### config.mk
export PLATFORM = sky130hd
export DESIGN_NAME = modem_rate_format_config
export DESIGN_NICKNAME = d
export VERILOG_FILES = /design/src/rtl/modem_cfg_pkg.sv /design/src/rtl/modem_rate_format_config.sv
export SDC_FILE = /design/constraint.sdc
export NUM_CORES = 1
export LEC_CHECK = 0
export ABC_CLOCK_PERIOD_IN_PS = 3200
export BUFFER_PORTS_ARGS = -buffer_cell sky130_fd_sc_hd__buf_2
export CAP_MARGIN = 0
export CORE_MARGIN = 2
export CORE_UTILIZATION = 53
export CTS_CLUSTER_DIAMETER = 100
export CTS_CLUSTER_SIZE = 30
export DETAILED_ROUTE_END_ITERATION = 10
export PLACE_DENSITY = 0.77
export SLEW_MARGIN = 15
export SYNTH_ARGS = -nofsm -noshare
export SYNTH_HDL_FRONTEND = slang
export SYNTH_SLANG_ARGS = --single-unit
### constraint.sdc
create_clock -name clk -period 3.2 [get_ports clk]
set_input_delay 0.16 -clock clk [delete_from_list [all_inputs] [get_ports clk]]
set_output_delay 0.16 -clock clk [all_outputs]
set_load 0.1 [all_outputs]
### src/rtl/modem_cfg_pkg.sv
package modem_cfg_pkg;

    // Register offsets on the serial register port.
    localparam logic [5:0] CARRIER_CARRIER_WORD_A_LOW_BYTE_OFS    = 6'h0f;
    localparam logic [5:0] SYMBOL_RATE_EXPONENT_CFG_OFS = 6'h10;
    localparam logic [5:0] SYMBOL_RATE_MANTISSA_CFG_OFS = 6'h11;
    localparam logic [5:0] MODULATION_FORMAT_CFG_OFS    = 6'h12;

    // Reset values of the whole registers.
    localparam logic [7:0] CARRIER_CARRIER_WORD_A_LOW_RST    = 8'hec;
    localparam logic [7:0] SYMBOL_RATE_EXP_RST     = 8'h8c;
    localparam logic [7:0] SYMBOL_RATE_MANT_RST    = 8'h22;
    localparam logic [7:0] MODULATION_FORMAT_RST   = 8'h02;

    // Field positions.
    localparam int RATE_EXPONENT_LSB     = 0;
    localparam int RATE_EXPONENT_MSB     = 3;
    localparam int MODULATION_SELECT_LSB = 4;
    localparam int MODULATION_SELECT_MSB = 6;
    localparam int MANCHESTER_EN_BIT     = 3;
    localparam int SYNC_MODE_LSB         = 0;
    localparam int SYNC_MODE_MSB         = 2;

    // Rate generator constants: implied mantissa one and the fixed divisor.
    localparam logic [8:0] RATE_MANTISSA_HIDDEN = 9'h100;
    localparam int         RATE_DIVISOR_LOG2    = 28;

    // Modulation formats.
    typedef enum logic [2:0] {
        MOD_FSK2     = 3'b000,
        MOD_GFSK     = 3'b001,
        MOD_RSVD_2   = 3'b010,
        MOD_OOK      = 3'b011,
        MOD_FSK4     = 3'b100,
        MOD_RSVD_5   = 3'b101,
        MOD_RSVD_6   = 3'b110,
        MOD_RSVD_7   = 3'b111
    } modulation_select_type;

    // Sync word modes.
    typedef enum logic [2:0] {
        SYNC_NONE    = 3'b000,
        SYNC_16      = 3'b001,
        SYNC_RSVD_2  = 3'b010,
        SYNC_32      = 3'b011,
        SYNC_RSVD_4  = 3'b100,
        SYNC_RSVD_5  = 3'b101,
        SYNC_RSVD_6  = 3'b110,
        SYNC_RSVD_7  = 3'b111
    } sync_mode_type;

    // Decoded configuration handed to the modulator.
    typedef struct packed {
        logic [7:0]            carrier_word_a;   // Low byte of the carrier word.
        modulation_select_type modulation_select;
        logic                  mod_reserved;     // Reserved format code selected.
        logic                  manchester_en;
        logic [5:0]            sync_bits_div8;   // Sync length in bytes: 0, 2 or 4.
        logic                  sync_reserved;    // Reserved sync code selected.
    } modem_cfg_type;

endpackage : modem_cfg_pkg

### src/rtl/modem_rate_format_config.sv
`timescale 1ns/10ps
// What this block does
// - Carrier word low byte register, resets 0xec.
// - Four-bit rate exponent, bits 3:0, reset twelve.
// - Eight-bit rate mantissa register, resets 0x22.
// - Mantissa gets implied ninth one bit.
// - Symbol rate is clock*(256+M)*2^E/2^28.
// - Decode modulation select bits 6:4, reset 000.
// - Bit 3 enables Manchester coding, reset zero.
module modem_rate_format_config (
    input  wire logic                         clk,
    input  wire logic                         rst,
    input  wire logic [5:0]                   reg_addr,
    input  wire logic                         reg_wr_en,
    input  wire logic [7:0]                   reg_wr_data,
    output logic      [7:0]                   reg_rd_data,
    output logic                              reg_rd_hit,
    input  wire logic                         tx_data_in,
    output logic                              tx_bit_take,
    output logic                              symbol_tick,
    output logic                              tx_chip_out,
    output modem_cfg_pkg::modem_cfg_type      modem_cfg
);
    import modem_cfg_pkg::*;

    localparam int ACC_W = RATE_DIVISOR_LOG2;   // Accumulator width sets the divisor.

    logic [7:0]       carrier_word_a_low_q;               // Carrier word low byte.
    logic [7:0]       rate_exp_q;               // Exponent register, upper nibble opaque.
    logic [7:0]       rate_mant_q;              // Mantissa register.
    logic [7:0]       mod_fmt_q;                // Modem control byte.
    logic [ACC_W-1:0] rate_acc_q;               // Phase accumulator of the rate generator.
    logic [ACC_W:0]   rate_sum;                 // Accumulator sum including carry.
    logic [ACC_W-1:0] rate_step;                // Per-clock increment.
    logic [ACC_W-1:0] rate_base;                // Mantissa with its hidden one, widened.
    logic             chip_phase_q;             // Second half of a Manchester bit.
    logic             data_bit_q;               // Bit being sent.
    logic             tx_chip_q;                // Registered line chip.

    // Write strobe decode, shared by every register process.
    function automatic logic wr_hit(input logic [5:0] ofs);
        wr_hit = reg_wr_en && (reg_addr == ofs);
    endfunction : wr_hit

    // Carrier low byte keeps its value until the host rewrites it.
    always_ff @(posedge clk) begin
        if (rst) begin
            carrier_word_a_low_q <= CARRIER_CARRIER_WORD_A_LOW_RST;
        end else if (wr_hit(CARRIER_CARRIER_WORD_A_LOW_BYTE_OFS)) begin
            carrier_word_a_low_q <= reg_wr_data;
        end
    end

    // Exponent register; the upper nibble is stored untouched for the host.
    always_ff @(posedge clk) begin
        if (rst) begin
            rate_exp_q <= SYMBOL_RATE_EXP_RST;
        end else if (wr_hit(SYMBOL_RATE_EXPONENT_CFG_OFS)) begin
            rate_exp_q <= reg_wr_data;
        end
    end

    // Mantissa register occupies the whole byte.
    always_ff @(posedge clk) begin
        if (rst) begin
            rate_mant_q <= SYMBOL_RATE_MANT_RST;
        end else if (wr_hit(SYMBOL_RATE_MANTISSA_CFG_OFS)) begin
            rate_mant_q <= reg_wr_data;
        end
    end

    // Modem control byte: format, Manchester enable and sync mode.
    always_ff @(posedge clk) begin
        if (rst) begin
            mod_fmt_q <= MODULATION_FORMAT_RST;
        end else if (wr_hit(MODULATION_FORMAT_CFG_OFS)) begin
            // Bit 7 is kept as written; only the read mux returns it.
            mod_fmt_q <= reg_wr_data;
        end
    end

    // Read mux is combinational so the serial port can shift the byte out at once.
    always_comb begin
        reg_rd_hit  = 1'b1;
        case (reg_addr)
            CARRIER_CARRIER_WORD_A_LOW_BYTE_OFS:    reg_rd_data = carrier_word_a_low_q;
            SYMBOL_RATE_EXPONENT_CFG_OFS: reg_rd_data = rate_exp_q;
            SYMBOL_RATE_MANTISSA_CFG_OFS: reg_rd_data = rate_mant_q;
            MODULATION_FORMAT_CFG_OFS:    reg_rd_data = mod_fmt_q;
            default: begin
                // Addresses outside this bank read zero and report a miss.
                reg_rd_data = 8'h00;
                reg_rd_hit  = 1'b0;
            end
        endcase
    end

    // Widen the nine-bit mantissa before shifting, so a narrow shift cannot drop top bits.
    assign rate_base = ACC_W'(RATE_MANTISSA_HIDDEN | {1'b0, rate_mant_q});
    // Step is the mantissa shifted by the exponent; at most 511 << 15 fits.
    assign rate_step = rate_base << rate_exp_q[RATE_EXPONENT_MSB:RATE_EXPONENT_LSB];
    // The extra top bit of the sum keeps the carry that becomes the tick.
    assign rate_sum  = {1'b0, rate_acc_q} + {1'b0, rate_step};

    // The accumulator wraps at 2^28, so its carry rate is the documented symbol rate.
    always_ff @(posedge clk) begin
        if (rst) begin
            rate_acc_q <= '0;
        end else begin
            rate_acc_q <= rate_sum[ACC_W-1:0];
        end
    end

    // A carry out of the accumulator marks one symbol period.
    assign symbol_tick = rate_sum[ACC_W];

    // New data is taken at the start of each bit; with Manchester a bit spans two chips.
    assign tx_bit_take = symbol_tick && !(mod_fmt_q[MANCHESTER_EN_BIT] && chip_phase_q);

    // Chip phase only advances while Manchester coding is on.
    always_ff @(posedge clk) begin
        if (rst) begin
            chip_phase_q <= 1'b0;
        end else if (!mod_fmt_q[MANCHESTER_EN_BIT]) begin
            chip_phase_q <= 1'b0;
        end else if (symbol_tick) begin
            chip_phase_q <= !chip_phase_q;
        end
    end

    // Hold the taken bit for the whole coded period.
    always_ff @(posedge clk) begin
        if (rst) begin
            data_bit_q <= 1'b0;
        end else if (tx_bit_take) begin
            data_bit_q <= tx_data_in;
        end
    end

    // Line chip: the bit itself, or bit then its inverse when Manchester is on.
    // Manchester with four-level FSK is left to the host to avoid; no check here.
    always_ff @(posedge clk) begin
        if (rst) begin
            tx_chip_q <= 1'b0;
        end else if (symbol_tick) begin
            if (mod_fmt_q[MANCHESTER_EN_BIT]) begin
                tx_chip_q <= chip_phase_q ? !data_bit_q : tx_data_in;
            end else begin
                tx_chip_q <= tx_data_in;
            end
        end
    end

    // The line chip leaves straight from its flip-flop, so it never glitches.
    assign tx_chip_out = tx_chip_q;

    // Decode the control byte for the modulator.
    always_comb begin
        modem_cfg                   = '0;
        modem_cfg.carrier_word_a    = carrier_word_a_low_q;
        modem_cfg.modulation_select = modulation_select_type'(
            mod_fmt_q[MODULATION_SELECT_MSB:MODULATION_SELECT_LSB]);
        modem_cfg.manchester_en     = mod_fmt_q[MANCHESTER_EN_BIT];
        // Reserved formats are flagged so the modulator can hold off on them.
        case (modem_cfg.modulation_select)
            MOD_FSK2, MOD_GFSK, MOD_OOK, MOD_FSK4: modem_cfg.mod_reserved = 1'b0;
            default:                               modem_cfg.mod_reserved = 1'b1;
        endcase
        case (sync_mode_type'(mod_fmt_q[SYNC_MODE_MSB:SYNC_MODE_LSB]))
            SYNC_NONE: modem_cfg.sync_bits_div8 = 6'h00;
            SYNC_16:   modem_cfg.sync_bits_div8 = 6'h02;
            SYNC_32:   modem_cfg.sync_bits_div8 = 6'h04;
            default: begin
                // Reserved codes send nothing and raise the flag.
                modem_cfg.sync_bits_div8 = 6'h00;
                modem_cfg.sync_reserved  = 1'b1;
            end
        endcase
    end

    // Checks on the register bank and the rate generator.
    // The carrier byte must come out of reset at its default.
    AST_CARRIER_WORD_A_RESET: assert property (@(posedge clk)
        rst |=> carrier_word_a_low_q == CARRIER_CARRIER_WORD_A_LOW_RST)
        else $error("carrier low byte reset value wrong");
    // A write to the carrier byte must land in the register, whatever the address does next.
    AST_CARRIER_WORD_A_WRITE: assert property (@(posedge clk) disable iff (rst)
        reg_wr_en && reg_addr == CARRIER_CARRIER_WORD_A_LOW_BYTE_OFS
        |=> carrier_word_a_low_q == $past(reg_wr_data))
        else $error("carrier low byte write lost");
    // Only the exponent nibble has a fixed meaning; the upper nibble is checked by reads.
    AST_EXP_RESET: assert property (@(posedge clk)
        rst |=> rate_exp_q[RATE_EXPONENT_MSB:RATE_EXPONENT_LSB] == SYMBOL_RATE_EXP_RST[3:0])
        else $error("exponent reset value wrong");
    // The mantissa register resets as a whole byte.
    AST_MANT_RESET: assert property (@(posedge clk)
        rst |=> rate_mant_q == SYMBOL_RATE_MANT_RST)
        else $error("mantissa reset value wrong");
    // The step must carry the hidden ninth bit, worked out here in a separate form.
    AST_STEP_VALUE: assert property (@(posedge clk) disable iff (rst)
        rate_step == ((28'd256 + 28'(rate_mant_q)) << rate_exp_q[3:0]))
        else $error("rate step does not use hidden one");
    // A tick is only raised when the accumulator wraps past its top.
    AST_TICK_CARRY: assert property (@(posedge clk) disable iff (rst)
        symbol_tick |=> rate_acc_q < $past(rate_acc_q))
        else $error("symbol tick without accumulator wrap");
    // After reset the control byte decodes to two-level FSK, no coding, reserved sync.
    AST_MOD_RESET: assert property (@(posedge clk)
        rst |=> modem_cfg.modulation_select == MOD_FSK2 && !modem_cfg.manchester_en
        && modem_cfg.sync_reserved)
        else $error("modem control byte reset wrong");
    // The second chip of a coded bit is the inverse of the held bit.
    AST_MANCH_SECOND: assert property (@(posedge clk) disable iff (rst)
        symbol_tick && chip_phase_q && mod_fmt_q[MANCHESTER_EN_BIT]
        |=> tx_chip_q == !data_bit_q)
        else $error("second Manchester chip not inverted");
    // With coding off every tick puts the data bit itself on the line.
    AST_PLAIN_CHIP: assert property (@(posedge clk) disable iff (rst)
        symbol_tick && !mod_fmt_q[MANCHESTER_EN_BIT] |=> tx_chip_q == $past(tx_data_in))
        else $error("uncoded chip differs from data");
    // The 32-bit sync code must ask for four sync bytes.
    AST_SYNC_32: assert property (@(posedge clk) disable iff (rst)
        mod_fmt_q[SYNC_MODE_MSB:SYNC_MODE_LSB] == SYNC_32 |-> modem_cfg.sync_bits_div8 == 6'h04)
        else $error("32-bit sync mode decoded wrong");

endmodule : modem_rate_format_config

==> results.yml <==
timing:
  rsz0062_at_grt: "yes"
  finalSetupViolCount: 15
  fin_crit_sh_pct: 109
  timing_worst_slew_pin_value_ps: 927
  slew_violations: 0
  worst_slack_ps: -281
  fmax_mhz: 287
  hold_slack_ps: 86.6
  period_minus_slack_ps: 3480
  fin_skew_ps: 15.5
  slew_headroom_pct: 37.7
  final_hold_viol_count: 0
worst_setup_path:
  crit_type: "register to output port"
  arrival_ps: 3320
  r2r_setup_slack_ps: -150
  worstPathRequired_ps: 3040
  r2r-end: "rate_acc_q[14]$_SDFF_PP0_"
  r2r_cells: 17
  cp_max_fo: 6
  start_kind: "register"
  startpoint: "rate_exp_q[1]$_SDFFE_PP0P_"
  timing.rr.start: "rate_exp_q[1]$_SDFFE_PP0P_"
  endpoint: "symbol_tick"
  end_kind: "output port"
detailed_routing:
  drtIter0Drc: 238
  drc: 0
  routed_via_density: 5.84
  wl_per_cell_um: 16.5
  finalWirelength_um: 12500
  vias: 4452
  ant_nets: 0
  drt_first_pass_iters: 5
place:
  dpl.hpwl_um: 8310
  gp_congestion: 0.899
  io_buffers: 45
  post_dp_cell_area_um2: 4930
  place_ws_ps: -277
  dp.cells: 713
finish:
  antenna_cells: 0
  drive_gt1_share_pct: 34.7
  postLayoutCellArea_um2: 5650
  final-instance-count-excl-fill: 762
  nets: 699
  areaGrowthSynthToFinish_pct: 35.3
yosys:
  synth_top_area_share_pct: 30.2
  synth_top_flop_cell: "dfxtp_1"
  yosys.area.top_type: "dfxtp_1"
  synthArstFlopShare_pct: 0
  synth_cell_types: 65
  netlist_instances: 531
  ys_seq_area_share_pct: 30.2
  ys_seq_elements: 63
  yosysMostFrequentCell: "nand2_1"
  synthTopCellsByArea: "dfxtp_1 (30%), nand2_1 (8.8%), ha_1 (7.2%), a21oi_1 (4.7%), nor2_1 (4.4%)"
  synthesis.area_um2: 4180
  synth_edf_count: 0
  syn_avg_cell_area_um2: 7.87
  ys_warn_count: 0
  yosys-top-cells-count: "nand2_1 (98), dfxtp_1 (63), nor2_1 (49), a21oi_1 (39), nand3_1 (28)"
global_route:
  track_usage_pct: 29.2
  grt_pass1_vias: 4336
  overflow: 0
  antenna_found_initial: 0
  grt_max_degree: 54
  grt_first_pass_wirelength_um: 20400
flow_run:
  drv_cap: 0
floorplan:
  num_io_pins: 50
  die_x_um: 92.8
  num_rows: 32
  core_um2: 7690
  initial_utilization_pct: 54.3
  dieArea_um2: 8610
  die_h_um: 92.8
clock_tree:
  clkTransAtPathRegs_ps: 70
  cts_root_buf: "clkbuf_8"
  cts_tree: "done"
  clk_latency_ps: 350
  clkSinkCount: 63
  htree_levels: 3
  cts-buffers-inserted: 9
  cts_hold_buf: 0
  clk_path_buf_depth: 2
power:
  p_leak_nw: 2.58
  vdd_drop_max_mv: 0.304
  powerDensity_nw_per_um2: 326
outcome:
  violations: "setup timing"
  status: "complete, but fails checks"
worst_hold_path:
  min_path_type: "input pin to register"
-- layout make-up --
class	instances	area (um^2)
clock inverters	6	86.3
fillers	560	2040
inverters	7	26.3
multi-input cells	431	3000
flip-flops and latches	63	1270
clock buffers	9	124
well taps	102	128
repair buffers	144	1020
-- how the worst min path moves through the flow --
stage / startpoint / endpoint / slack, ps / cells after the start
finish: reg_wr_data[7] / carrier_word_a_low_q[7]$_SDFFE_PP1P_ / 90 / 3
global route: reg_wr_data[4] / carrier_word_a_low_q[4]$_SDFFE_PP0P_ / 90 / 3
CTS: reg_wr_data[7] / carrier_word_a_low_q[7]$_SDFFE_PP1P_ / 80 / 3
detailed placement: reg_wr_data[7] / carrier_word_a_low_q[7]$_SDFFE_PP1P_ / 430 / 3
global placement: reg_wr_data[7] / carrier_word_a_low_q[7]$_SDFFE_PP1P_ / 420 / 3
floorplan: reg_wr_data[2] / carrier_word_a_low_q[2]$_SDFFE_PP1P_ / 280 / 2
-- registers in the layout, summed over array words and instances, names as in the netlist --
signal,cells
rate_mant_q,8
chip_phase_q,1
tx_chip_out,1
rate_exp_q,8
data_bit_q,1
mod_fmt_q,8
rate_acc_q,28
carrier_word_a_low_q,8
-- report_power, final --
part / total [mW] / internal (mW) / switching (mW)
clock: 0.775 / 0.433 / 0.342
combinational: 0.264 / 0.0990 / 0.165
sequential: 0.805 / 0.797 / 0.00742
total: 1.84 / 1.33 / 0.514
-- worst max-delay path: stages, from the launching register on --
cell and delay, ps:
dfxtp_4 400, mux2_2 380, nor2_1 90, a21oi_1 70
a21oi_2 180, o22ai_1 120, ha_1 330, buf_4 120
nand4_1 130, a211oi_2 380, a211o_4 190, a41oi_4 100
buf_12 160, nor2_4 130, buf_12 180
-- cell families (layout without fill, tap and decap cells) --
kind of cell / count (synthesis) / in the layout / synth area share, %
simple gates: 227 / 227 / 25.0
compound gates: 139 / 139 / 24.3
flops: 63 / 63 / 30.2
buf+inv: 40 / 166 / 4.43
fa+ha+maj: 25 / 25 / 7.67
mux: 20 / 20 / 5.00
xor+xnor: 16 / 16 / 3.36
other cells: 1 / 4 / 0.0898
-- routing by layer --
layer  up-vias  global-route usage [%]  wire (um)
met4         0                    8.21        269
met1      2132                    36.7       5220
met5         -                       0          0
met2       143                    51.1       6420
met3        26                    5.13        622
li1       2151                       -          -
-- timing repair --
item	4_1_cts	5_1_grt
pin swaps	30	27
setup endpoints to repair	15	19
gates resized for setup	34	30
cloned	0	0
setup buffers	26	8
-- layout by cell type (no fill, tap or decap), types with 5 or more instances in the layout --
master	instances
a211oi_2	6
a21o_1	14
a21oi_1	31
a21oi_2	10
a222oi_1	8
and2_1	7
buf_2	43
buf_4	95
clkbuf_8	9
dfxtp_1	60
ha_1	20
inv_1	7
mux2i_1	9
nand2_1	98
nand3_1	28
nor2_1	46
nor2b_1	8
nor3_1	7
o21ai_0	13
o21ai_1	6
o21ai_2	9
o21bai_1	5
xnor2_1	10
xor2_1	5
-- per-stage QoR --
step	util (%)	setup TNS [ps]	total power [mW]
floorplan	-	0	0.984
global placement	64.1	-481	1.05
detailed placement	64.1	-2140	1.05
CTS	71.1	-479	1.82
global route	73.5	-4010	1.91
finish	73.5	-1760	1.84
No activity file was read; power rests on OpenSTA's default activity.
